`src/inc/guard_timer_pkg.sv`:
```
package guard_timer_pkg;

  // Register map on the plain register port, word index per register
  localparam logic [1:0] ADDR_CONTROL    = 2'h0;
  localparam logic [1:0] ADDR_EVENTS     = 2'h1;
  localparam logic [1:0] ADDR_EVENT_MASK = 2'h2;
  localparam logic [1:0] ADDR_RESET_FLAG = 2'h3;

  // Control register field positions
  localparam int UNLOCK_POS    = 4;
  localparam int ENABLE_POS    = 3;
  localparam int PERIOD_MSB    = 2;
  localparam int PERIOD_LSB    = 0;
  localparam int RESERVED_MSB  = 7;
  localparam int RESERVED_LSB  = 5;

  // Event register field positions (events and mask share the layout)
  localparam int EV_TIMEOUT_POS  = 0;
  localparam int EV_BLOCKED_POS  = 1;
  localparam int EV_CHANGED_POS  = 2;
  localparam int EV_WIDTH        = 3;

  // Reset flag register field position
  localparam int FLAG_POS = 3;

  // Reset values
  localparam logic [2:0] PERIOD_RESET = 3'h0;
  localparam logic [2:0] MASK_RESET   = 3'h0;

  // Watchdog oscillator, nominal rate and base period
  localparam int OSC_FREQ_HZ       = 1000000;
  localparam int TIMEOUT_BASE_OSC  = 16384;
  localparam int COUNT_WIDTH       = 21;

  // System clock and the unlock window
  localparam int CLK_FREQ_HZ       = 10000000;
  localparam int UNLOCK_CYCLES_NUM = 4;
  localparam logic [2:0] UNLOCK_CYCLES = 3'(UNLOCK_CYCLES_NUM);

  // Oscillator must be slow enough for two-flop sampling to see every edge
  localparam int OSC_SAMPLE_RATIO  = CLK_FREQ_HZ / OSC_FREQ_HZ;

endpackage
```
`src/hw/guard_timer.sv`:
```
// Chosen here: the strobed register port and the placing of the registers.
`timescale 1ns/100ps

// Function
// - Counter advances on rising edges of the separate watchdog oscillator, nominally 1 MHz.
// - The kick instruction clears the counter and starts a fresh period.
// - Counter also clears when the watchdog is disabled and on any chip reset.
// - Period elapsing without a kick issues a chip reset.
// - Period select bits 2..0 give 16,384 oscillator cycles times two to its value.
// - Control bits 7..5 are reserved and read as zero.
// - Change unlock bit 4 clears itself four system clock cycles after being set.
// - Enable bit 3: one enables, zero disables only while unlock bit is one.
// - Fuse unprogrammed: starts disabled, enable may be set anytime without sequence.
// - Fuse unprogrammed: period change or disable needs unlock write, then config write.
// - Fuse programmed: watchdog always enabled and enable bit reads one.
// - Fuse programmed: period change needs the sequence; written enable value is ignored.
// - Timeout produces an internal reset pulse one system clock long.
// - Watchdog reset sets the reset flag; power-on reset or writing zero clears it.
module guard_timer
  import guard_timer_pkg::*;
#(
  parameter int TIMEOUT_BASE = TIMEOUT_BASE_OSC
) (
  // System clock and power-on reset
  input  wire logic       clk,
  input  wire logic       rst,
  // Other chip reset sources, synchronous to clk
  input  wire logic       chipResetIn,
  // Watchdog oscillator and always-on fuse, asynchronous pins
  input  wire logic       guardOscIn,
  input  wire logic       alwaysOnFuse,
  // Kick instruction strobe from the core
  input  wire logic       kickInstruction,
  // Register port
  input  wire logic [1:0] regAddr,
  input  wire logic [7:0] regWdata,
  input  wire logic       regWrite,
  input  wire logic       regRead,
  output logic      [7:0] regRdata,
  // Watchdog reset pulse and event interrupt
  output logic            guardResetPulse,
  output logic            irq
);

  typedef struct packed {
    logic                   enable;
    logic                   unlock;
    logic [2:0]             unlockCnt;
    logic [2:0]             period;
    logic [COUNT_WIDTH-1:0] count;
    logic                   oscPrev;
    logic                   resetPulse;
    logic                   resetFlag;
    logic [EV_WIDTH-1:0]    events;
    logic [EV_WIDTH-1:0]    mask;
    logic [7:0]             rdata;
    logic                   irq;
  } guard_state_t;

  guard_state_t state_reg;
  guard_state_t state_next;

  logic [1:0]  syncLevels;
  logic        oscSync;
  logic        fuseSync;
  logic        oscTick;
  logic        enableEff;
  logic [31:0] periodLimit;
  logic        timeout;
  logic        ctrlWrite;
  logic        wrUnlock;
  logic        wrEnable;
  logic [2:0]  wrPeriod;
  logic        startSeq;
  logic [7:0]  controlView;
  logic [EV_WIDTH-1:0] eventSet;
  logic [EV_WIDTH-1:0] eventsNext;
  logic        wrMask;
  logic        wrFlag;
  logic        clrFlag;
  logic        rdEvents;
  logic        ctrlReset;
  logic        applyCfg;
  logic        ignoredDisable;
  logic [7:0]  eventsView;
  logic [7:0]  maskView;
  logic [7:0]  flagView;

  // Oscillator and fuse come from outside the clk domain
  pin_sync u_pin_sync (
    .clk     (clk),
    .rst     (rst),
    .asyncIn ({alwaysOnFuse, guardOscIn}),
    .syncOut (syncLevels)
  );

  assign oscSync  = syncLevels[0];
  assign fuseSync = syncLevels[1];

  // One tick per rising oscillator edge, seen after synchronisation
  assign oscTick = oscSync & ~state_reg.oscPrev;

  // Fuse forces the watchdog on regardless of the stored bit
  assign enableEff = state_reg.enable | fuseSync;

  // Timeout length in oscillator cycles, doubled per select step
  assign periodLimit = 32'(TIMEOUT_BASE) << state_reg.period;

  // Last count of the period reached on an oscillator tick
  // A kick in the same cycle wins over expiry, so no stale pulse escapes
  assign timeout = enableEff & oscTick & ~kickInstruction
                 & ({11'h000, state_reg.count} == periodLimit - 32'h1);

  // Decoded control write fields
  assign ctrlWrite = regWrite & (regAddr == ADDR_CONTROL);
  assign wrUnlock  = regWdata[UNLOCK_POS];
  assign wrEnable  = regWdata[ENABLE_POS];
  assign wrPeriod  = regWdata[PERIOD_MSB:PERIOD_LSB];

  // Unlock opens only when unlock and enable are written together
  assign startSeq = ctrlWrite & wrUnlock & wrEnable;

  // Control read view, reserved bits zero
  always_comb begin
    controlView                           = 8'h00;
    controlView[UNLOCK_POS]               = state_reg.unlock;
    controlView[ENABLE_POS]               = enableEff;
    controlView[PERIOD_MSB:PERIOD_LSB]    = state_reg.period;
  end

  // Hardware events that feed the sticky status
  always_comb begin
    eventSet                 = '0;
    eventSet[EV_TIMEOUT_POS] = timeout;
    eventSet[EV_BLOCKED_POS] = ctrlWrite & ~wrEnable & ~wrUnlock
                             & enableEff & ~state_reg.unlock;
    eventSet[EV_CHANGED_POS] = ctrlWrite & ~wrUnlock & state_reg.unlock;
  end

  // Mask register write
  assign wrMask = regWrite & (regAddr == ADDR_EVENT_MASK);

  // Reset flag register write
  assign wrFlag = regWrite & (regAddr == ADDR_RESET_FLAG);

  // Only a written zero clears the flag; a one has no effect
  assign clrFlag = wrFlag & ~regWdata[FLAG_POS];

  // Reading the events register clears them
  assign rdEvents = regRead & (regAddr == ADDR_EVENTS);

  // Any chip reset, our own included, restores control state
  assign ctrlReset = chipResetIn | state_reg.resetPulse;

  // Second step of the timed sequence, inside the window
  assign applyCfg = ctrlWrite & ~startSeq & state_reg.unlock & ~wrUnlock;

  // Disable attempt outside the window; kept for visibility only
  assign ignoredDisable = ctrlWrite & ~wrEnable & ~wrUnlock & ~state_reg.unlock;

  // Sticky event bits; a new event beats the clearing read
  for (genvar i = 0; i < EV_WIDTH; i++) begin : g_event
    assign eventsNext[i] = eventSet[i] | (state_reg.events[i] & ~rdEvents);
  end

  // Status views, unused bits read as zero
  always_comb begin
    eventsView               = 8'h00;
    eventsView[EV_WIDTH-1:0] = state_reg.events;
    maskView                 = 8'h00;
    maskView[EV_WIDTH-1:0]   = state_reg.mask;
    flagView                 = 8'h00;
    flagView[FLAG_POS]       = state_reg.resetFlag;
  end


  // Next-state logic
  always_comb begin
    state_next            = state_reg;
    state_next.oscPrev    = oscSync;
    state_next.resetPulse = 1'b0;

    // Oscillator counter, cleared by kick, disable or timeout
    if (kickInstruction) begin
      state_next.count = '0;
    end else if (!enableEff) begin
      state_next.count = '0;
    end else if (timeout) begin
      state_next.count = '0;
    end else if (oscTick) begin
      state_next.count = state_reg.count + 1'b1;
    end


    // A single-cycle pulse to the reset logic on expiry
    if (timeout) begin
      state_next.resetPulse = 1'b1;
    end


    // Unlock window counts down system clocks, then self-clears
    if (state_reg.unlock) begin
      if (state_reg.unlockCnt <= 3'h1) begin
        state_next.unlock    = 1'b0;
        state_next.unlockCnt = 3'h0;
      end else begin
        state_next.unlockCnt = state_reg.unlockCnt - 3'h1;
      end
    end


    // Control register writes
    if (ctrlWrite) begin
      if (startSeq) begin
        // First step: open or reopen the window and set enable
        state_next.unlock    = 1'b1;
        state_next.unlockCnt = UNLOCK_CYCLES;
        state_next.enable    = 1'b1;
      end else if (applyCfg) begin
        // Second step within the window: apply period and enable
        state_next.period    = wrPeriod;
        state_next.enable    = fuseSync ? 1'b1 : wrEnable;
        state_next.unlock    = 1'b0;
        state_next.unlockCnt = 3'h0;
        if (!wrEnable && !fuseSync) begin
          state_next.count = '0;
        end
      end else if (wrEnable) begin
        // Outside the window enabling is always allowed
        state_next.enable = 1'b1;
      end
      // A zero enable outside the window is ignored
    end


    // Reset flag: set with the pulse so a read right after sees it
    if (clrFlag) begin
      state_next.resetFlag = 1'b0;
    end
    if (timeout) begin
      state_next.resetFlag = 1'b1;
    end

    // Mask register write
    if (wrMask) begin
      state_next.mask = regWdata[EV_WIDTH-1:0];
    end


    // Read data stand one cycle after the read strobe
    state_next.rdata = 8'h00;
    if (regRead) begin
      case (regAddr)
        ADDR_CONTROL:    state_next.rdata = controlView;
        ADDR_EVENTS:     state_next.rdata = eventsView;
        ADDR_EVENT_MASK: state_next.rdata = maskView;
        ADDR_RESET_FLAG: state_next.rdata = flagView;
        default:         state_next.rdata = 8'h00;
      endcase
    end


    // Sticky events cleared by a read; a new event in that cycle wins
    state_next.events = eventsNext;

    // Other chip resets and our own reset pulse restore control state
    if (ctrlReset) begin
      state_next.enable    = 1'b0;
      state_next.unlock    = 1'b0;
      state_next.unlockCnt = 3'h0;
      state_next.period    = PERIOD_RESET;
      state_next.count     = '0;
    end

    // Level interrupt from unmasked sticky events
    state_next.irq = |(state_next.events & state_next.mask);
  end

  // Register the whole state; power-on reset clears every field
  always_ff @(posedge clk) begin
    if (rst) begin
      state_reg        <= '0;
      state_reg.period <= PERIOD_RESET;
      state_reg.mask   <= MASK_RESET;
    end else begin
      state_reg <= state_next;
    end
  end

  // Outputs straight from flip-flops
  assign regRdata        = state_reg.rdata;
  assign guardResetPulse = state_reg.resetPulse;
  assign irq             = state_reg.irq;

endmodule

```
`src/hw/pin_sync.sv`:
```
`timescale 1ns/100ps

// Two-flop synchroniser for asynchronous pin levels
module pin_sync (
  // Clock and reset
  input  wire logic       clk,
  input  wire logic       rst,
  // Asynchronous levels in, synchronised levels out
  input  wire logic [1:0] asyncIn,
  output logic      [1:0] syncOut
);

  typedef struct packed {
    logic [1:0] stage1;
    logic [1:0] stage2;
  } sync_state_t;

  sync_state_t state_reg;
  sync_state_t state_next;

  // First stage feeds only the second stage
  always_comb begin
    state_next        = state_reg;
    state_next.stage1 = asyncIn;
    state_next.stage2 = state_reg.stage1;
  end

  // Registered copy
  always_ff @(posedge clk) begin
    if (rst) begin
      state_reg <= '0;
    end else begin
      state_reg <= state_next;
    end
  end

  assign syncOut = state_reg.stage2;

endmodule

```
`config.mk`:
```
export PLATFORM = sky130hd
export DESIGN_NAME = guard_timer
export DESIGN_NICKNAME = d
export VERILOG_FILES = /design/src/inc/guard_timer_pkg.sv /design/src/hw/guard_timer.sv /design/src/hw/pin_sync.sv
export SDC_FILE = /design/constraint.sdc
export NUM_CORES = 1
export LEC_CHECK = 0
export CORE_ASPECT_RATIO = 0.6
export CORE_MARGIN = 8
export CORE_UTILIZATION = 27
export DETAILED_ROUTE_END_ITERATION = 8
export DONT_BUFFER_PORTS = 1
export PLACE_DENSITY = 0.45
export SETUP_SLACK_MARGIN = 0.02
export SYNTH_ARGS = -nofsm -noshare
export SYNTH_HDL_FRONTEND = slang
export SYNTH_SLANG_ARGS = --single-unit
```
`constraint.sdc`:
```
create_clock -name clk -period 5.6 [get_ports clk]
set_clock_uncertainty 0.05 [all_clocks]
set_input_delay 1.12 -clock clk [delete_from_list [all_inputs] [get_ports clk]]
set_output_delay 1.12 -clock clk [all_outputs]
set_load 0.02 [all_outputs]
```
==> results of run 1 <==
## kinds of logic after synthesis
kind of cell	Yosys count
multiplexers	8
AO/OA/AOI/OAI	44
flip-flops	48
buffers and inverters	31
XOR/XNOR	23
adder cells (fa/ha/maj)	5
other	1
AND/OR/NAND/NOR	126
## power by group through the flow
stage	clock (uW)	sequential, uW	combinational [uW]
final	307	346	16.3
after global routing	333	346	17.9
after CTS	317	346	16.3
after detailed placement	0	354	16.3
after global placement	0	354	16.3
after floorplan	0	353	20.8
## metrics by stage
stage               worst slack (ps)  instances
finish                          2600        408
global route                    2240        408
CTS                             2550        408
detailed placement              2570        400
global placement                2640        400
floorplan                       3000        288
## cells in the final DEF (no fill, tap or decap), types with 3 or more instances in the layout
master     Yosys  layout
nand2b_1       4       4
xor2_1        13      13
nand2_1       20      20
clkbuf_16      0       5
nand4_1        6       6
dfxtp_1       48      48
nand3_1       14      14
a211oi_2      15      15
xnor2_1       10      10
nor3_1        12      12
nor2b_1        8       8
mux2i_1        7       7
and3_1         5       5
a21oi_1        9       9
inv_1          8       8
nand3b_1       4       4
a31o_1         3       3
nor2_1        32      32
conb_1         1       3
ha_1           5       5
## path summary, 6_finish.rpt
path / endpoint / start / slack (ps) / depth (start not counted)
setup / recovery: state_reg[35]$_SDFF_PP0_ / controlView[1]$_SDFFE_PP0P_ / 2600 / 7
hold / removal: u_pin_sync.syncOut[0]$_SDFF_PP0_ / u_pin_sync.state_next[0]$_SDFF_PP0_ / 390 / 1
setup reg to reg: state_reg[35]$_SDFF_PP0_ / controlView[1]$_SDFFE_PP0P_ / 2600 / 7
hold reg to reg: u_pin_sync.syncOut[0]$_SDFF_PP0_ / u_pin_sync.state_next[0]$_SDFF_PP0_ / 390 / 1
## routing by layer
| layer | track usage [%] | vias to the layer above | part of all wire, % |
|---|---|---|---|
| met2 | 12.0 | 28 | 37 |
| li1 | - | 984 | - |
| met4 | 3.39 | 0 | 1.5 |
| met5 | 0 | - | 0 |
| met3 | 2.93 | 7 | 3.8 |
| met1 | 14.2 | 898 | 58 |
## layout make-up
class                           count  area, sq um
Sequential cell                    48          961
Clock inverter                      2         10.0
Fill cell                        1041         6880
Clock buffer                        6          139
Multi-Input combinational cell    209         1480
Tap cell                          135          169
Inverter                            8         30.0
==> out/metrics.cfg, run 1 <==
[cts]
insertion_delay_ps=290
cts_tree=built
cts_root_buf=clkbuf_16
cts_resized=0
cts_setup_buffers=0
clockBufferDepth=2
numCtsBuffers=5
cts-hold-fix-buffers=0
cts.htree.levels=2
clock-sinks=48
clk_pin_slew_ps=70

[power]
seqPwrFrac_pct=51.7
swShare_pct=21.3
pwr-share-clk_pct=45.9
combPwrFrac_pct=2.4
power_uw=669
switching_power_uw=143
peakVddDrop_uv=95.6
power.density_nw_per_um2=240
p_int_uw=527
cellLeakagePower_uw=0.000877

[drt]
finalWirelength_um=5980
firstDrtPassIters=4
drt-initial-drc-count=106
ant_nets=0
avgRoutedWirePerCell_um=14.6
drc=0
via_count=1917
viasPerCell=4.70

[outcome]
status=finished clean

[floorplanning]
rows=28
ios=28
dieArea_sq_um=13300
die_h_um=92.5
initial_core_util_pct=27.3
die_w_um=144
coreArea_sq_um=9670

[synthesis]
synth-simple-area-share_pct=27.2
synth_compound_area_share_pct=15.3
ys.flop_type=dfxtp_1
synth_cell_types=57
synthXorXnorAreaFrac_pct=7.64
synth_top_family_by_area=simple AND/OR/NAND/NOR gates
avgSynthCellArea_sq_um=9.21
synth_top_area_share_pct=36.5
synthTopCellsByCount=48 x dfxtp_1, 32 x nor2_1, 20 x nand2_1
yosysTopAreaCell=dfxtp_1
synth_area_leaders=dfxtp_1 36%, a211oi_2 7.1%, nor2_1 4.6%, xor2_1 4.3%, xnor2_1 3.3%
async_flop_share_pct=0
synth_seq_area_share_pct=36.5
yosys_warnings=0
muxShareOfSynthArea_pct=3.09
netlist_area_sq_um=2640
synthAdderAreaFrac_pct=2.37
synth_edf_count=0
yosys_register_bits=48
synthCells=286
synth_most_common_cell=dfxtp_1

[global_route]
grt_overflow=0
grt_max_degree=22
grt_antenna_before_repair=0
grt_pass1_vias=1803
track_usage_pct=9.47
grt_pass1_wl_um=9800

[critical_path]
cp-end-kind=flop
critPathMaxStageDelay_ps=780
path_buf_inv=0
crit_chain=nor2_1 -> nand2_1 -> ha_1 -> a2111oi_0 -> o21ai_1 -> nor3_4 -> a211oi_2
critPathArrivalTime_ps=3090
critical_path.top_delay_family=simple AND/OR/NAND/NOR gates
cp_max_fo=14
cpMaxStageDelayCell=nor3_4
critPathKind=reg2reg
start_kind=flop
critical_path_required_ps=5690

[sta]
timing.setup.tns_ps=0
fin_crit_sh_pct=53.5
setup_viol=0
hold_slack_ps=388
fmax_mhz=334
max-slew-margin-rel_pct=40.9
hold_viol_final=0
final-max-slew-violation-count=0
rsz0062_at_grt=false
period_minus_slack_ps=3000
worst_pin_slew_ps=884

[finish]
syn_to_final_growth_pct=5.70
drive_gt1_share_pct=12.5
finalNetCount=295
design_area_sq_um=2790
fin_util_pct=28.8
largest_reg_flops=26
antenna_cells=0

[placed_design]
gp_congestion=0.732
hpwlAfterDp_um=4440
port_buffers=0
dpl_cell_area_sq_um=2640

[job]
max_cap_viol_count=0

[min_path]
worstHoldPathType=reg2reg

(Power assumes the default switching activity.)
==> inputs of run 2 (changes only) <==
==> constraint.sdc (replaced) <==
create_clock -name clk -period 3.14 [get_ports clk]
set_clock_uncertainty 0.05 [all_clocks]
set_input_delay 0.628 -clock clk [delete_from_list [all_inputs] [get_ports clk]]
set_output_delay 0.628 -clock clk [all_outputs]
set_load 0.02 [all_outputs]
==> out/metrics.cfg, run 2 (same netlist as run 1, synthesis figures left out) <==
[floorplanning]
die_h_um=92.5
rows=28
dieArea_sq_um=13300
ios=28
coreArea_sq_um=9670
initial_core_util_pct=27.3
die_w_um=144

[cts]
insertion_delay_ps=290
clk_pin_slew_ps=70
cts.htree.levels=2
clock-sinks=48
cts_root_buf=clkbuf_16
cts-hold-fix-buffers=0
numCtsBuffers=5
clockBufferDepth=2
cts_tree=built
cts_resized=0
cts_setup_buffers=0

[finish]
final_common_cell=dfxtp_1
register_area_sq_um=961
final_cell_mix=48 x dfxtp_1, 32 x nor2_1, 20 x nand2_1
drive_gt1_share_pct=13.1
antenna_cells=0
fillers=1023
finalNetCount=297
largest_reg_flops=26
fin_util_pct=29.3
syn_to_final_growth_pct=7.55
multi_input_area_sq_um=1480

[global_route]
grt_antenna_before_repair=0
use_met1_pct=14.8
grt_overflow=0
track_usage_pct=9.65
grt_pass1_wl_um=9980
use_met2_pct=12.2
gr-usage-met3_pct=2.98
grt_max_degree=22
grt_pass1_vias=1831
top_usage_layer=met1

[sta]
setup_viol=0
period_minus_slack_ps=2790
worst_pin_slew_ps=522
fmax_mhz=359
timing.setup.tns_ps=0
final-max-slew-violation-count=0
max-slew-margin-rel_pct=65.1
hold_viol_final=0
fin_crit_sh_pct=88.8
rsz0062_at_grt=false

[drt]
drc=0
viasPerCell=4.73
finalWirelength_um=6030
drt-initial-drc-count=143
ant_nets=0
firstDrtPassIters=4
via_count=1939
avgRoutedWirePerCell_um=14.7

[critical_path]
cp-end-kind=flop
cp_max_fo=19
critPathArrivalTime_ps=2980
path_buf_inv=1
critPathMaxStageDelay_ps=650
cpMaxStageDelayCell=dfxtp_1
crit_chain=nor2_1 -> nand2_1 -> ha_1 -> or4bb_1 -> o211ai_2 -> a22oi_2 -> o21ai_4 -> buf_4 -> and4bb_1
critical_path.top_delay_family=simple AND/OR/NAND/NOR gates
critical_path_required_ps=3330
critPathKind=reg2reg
start_kind=flop

[power]
power.density_nw_per_um2=459
cellLeakagePower_uw=0.000900
peakVddDrop_uv=200

[min_path]
worstHoldPathType=in2reg

[placed_design]
gp_congestion=0.750
hpwlAfterDp_um=4410
port_buffers=0

[outcome]
status=finished clean

[job]
max_cap_viol_count=0

run 2: cell count changes in the layout (fill, tap and decap cells not counted):
cell       before  now
bufinv_16       0    1
clkbuf_8        1    2
clkinv_2        2    0
buf_4           0    2
run 2: metrics by stage:
step | hold WS [ps] | instances | total power, uW | worst slack [ps] | cell area [sq um]
after floorplan | 364 | 288 | 666 | 744 | 2640
after global placement | 375 | 402 | 660 | 415 | 2650
after detailed placement | 389 | 402 | 660 | 358 | 2650
after CTS | 341 | 410 | 1320 | 349 | 2830
after global routing | 339 | 410 | 1350 | 137 | 2830
final | 347 | 410 | 1300 | 351 | 2830
run 2: where the power goes:
group | leakage [uW] | internal (uW) | switching (uW)
Combinational | 0.000422 | 11.4 | 17.9
Sequential | 0.000388 | 613 | 3.56
Clock | 0.0000901 | 420 | 234
run 2: area by class of cell:
class,count,area share (%)
multi-input combinational,209,52.1
sequential,48,33.9
tap,135,5.96
clock buffer,7,5.39
clock inverter,1,1.06
inverter,8,1.06
timing repair buffer,2,0.530
run 2: worst reg2reg max path, cell delays in order (launching register included):
cell and delay [ps]:
dfxtp_1 650, nor2_1 160, nand2_1 110, ha_1 350
or4bb_1 540, o211ai_2 90, a22oi_2 110, o21ai_4 120
buf_4 320, and4bb_1 240
run 2: final timing paths:
check	start	end	slack, ps	cells past startpoint
max	controlView[1]$_SDFFE_PP0P_	guardResetPulse$_SDFF_PP0_	350	9
min	rst	u_pin_sync.state_next[0]$_SDFF_PP0_	350	1
max reg2reg	controlView[1]$_SDFFE_PP0P_	guardResetPulse$_SDFF_PP0_	350	9
min reg2reg	u_pin_sync.state_next[0]$_SDFF_PP0_	u_pin_sync.syncOut[0]$_SDFF_PP0_	400	1
run 2: layer usage:
metal | vias to the layer above | routed length [um]
li1 | 981 | -
met4 | 0 | 78
met3 | 7 | 321
met2 | 51 | 2220
met1 | 900 | 3410
met5 | - | 0
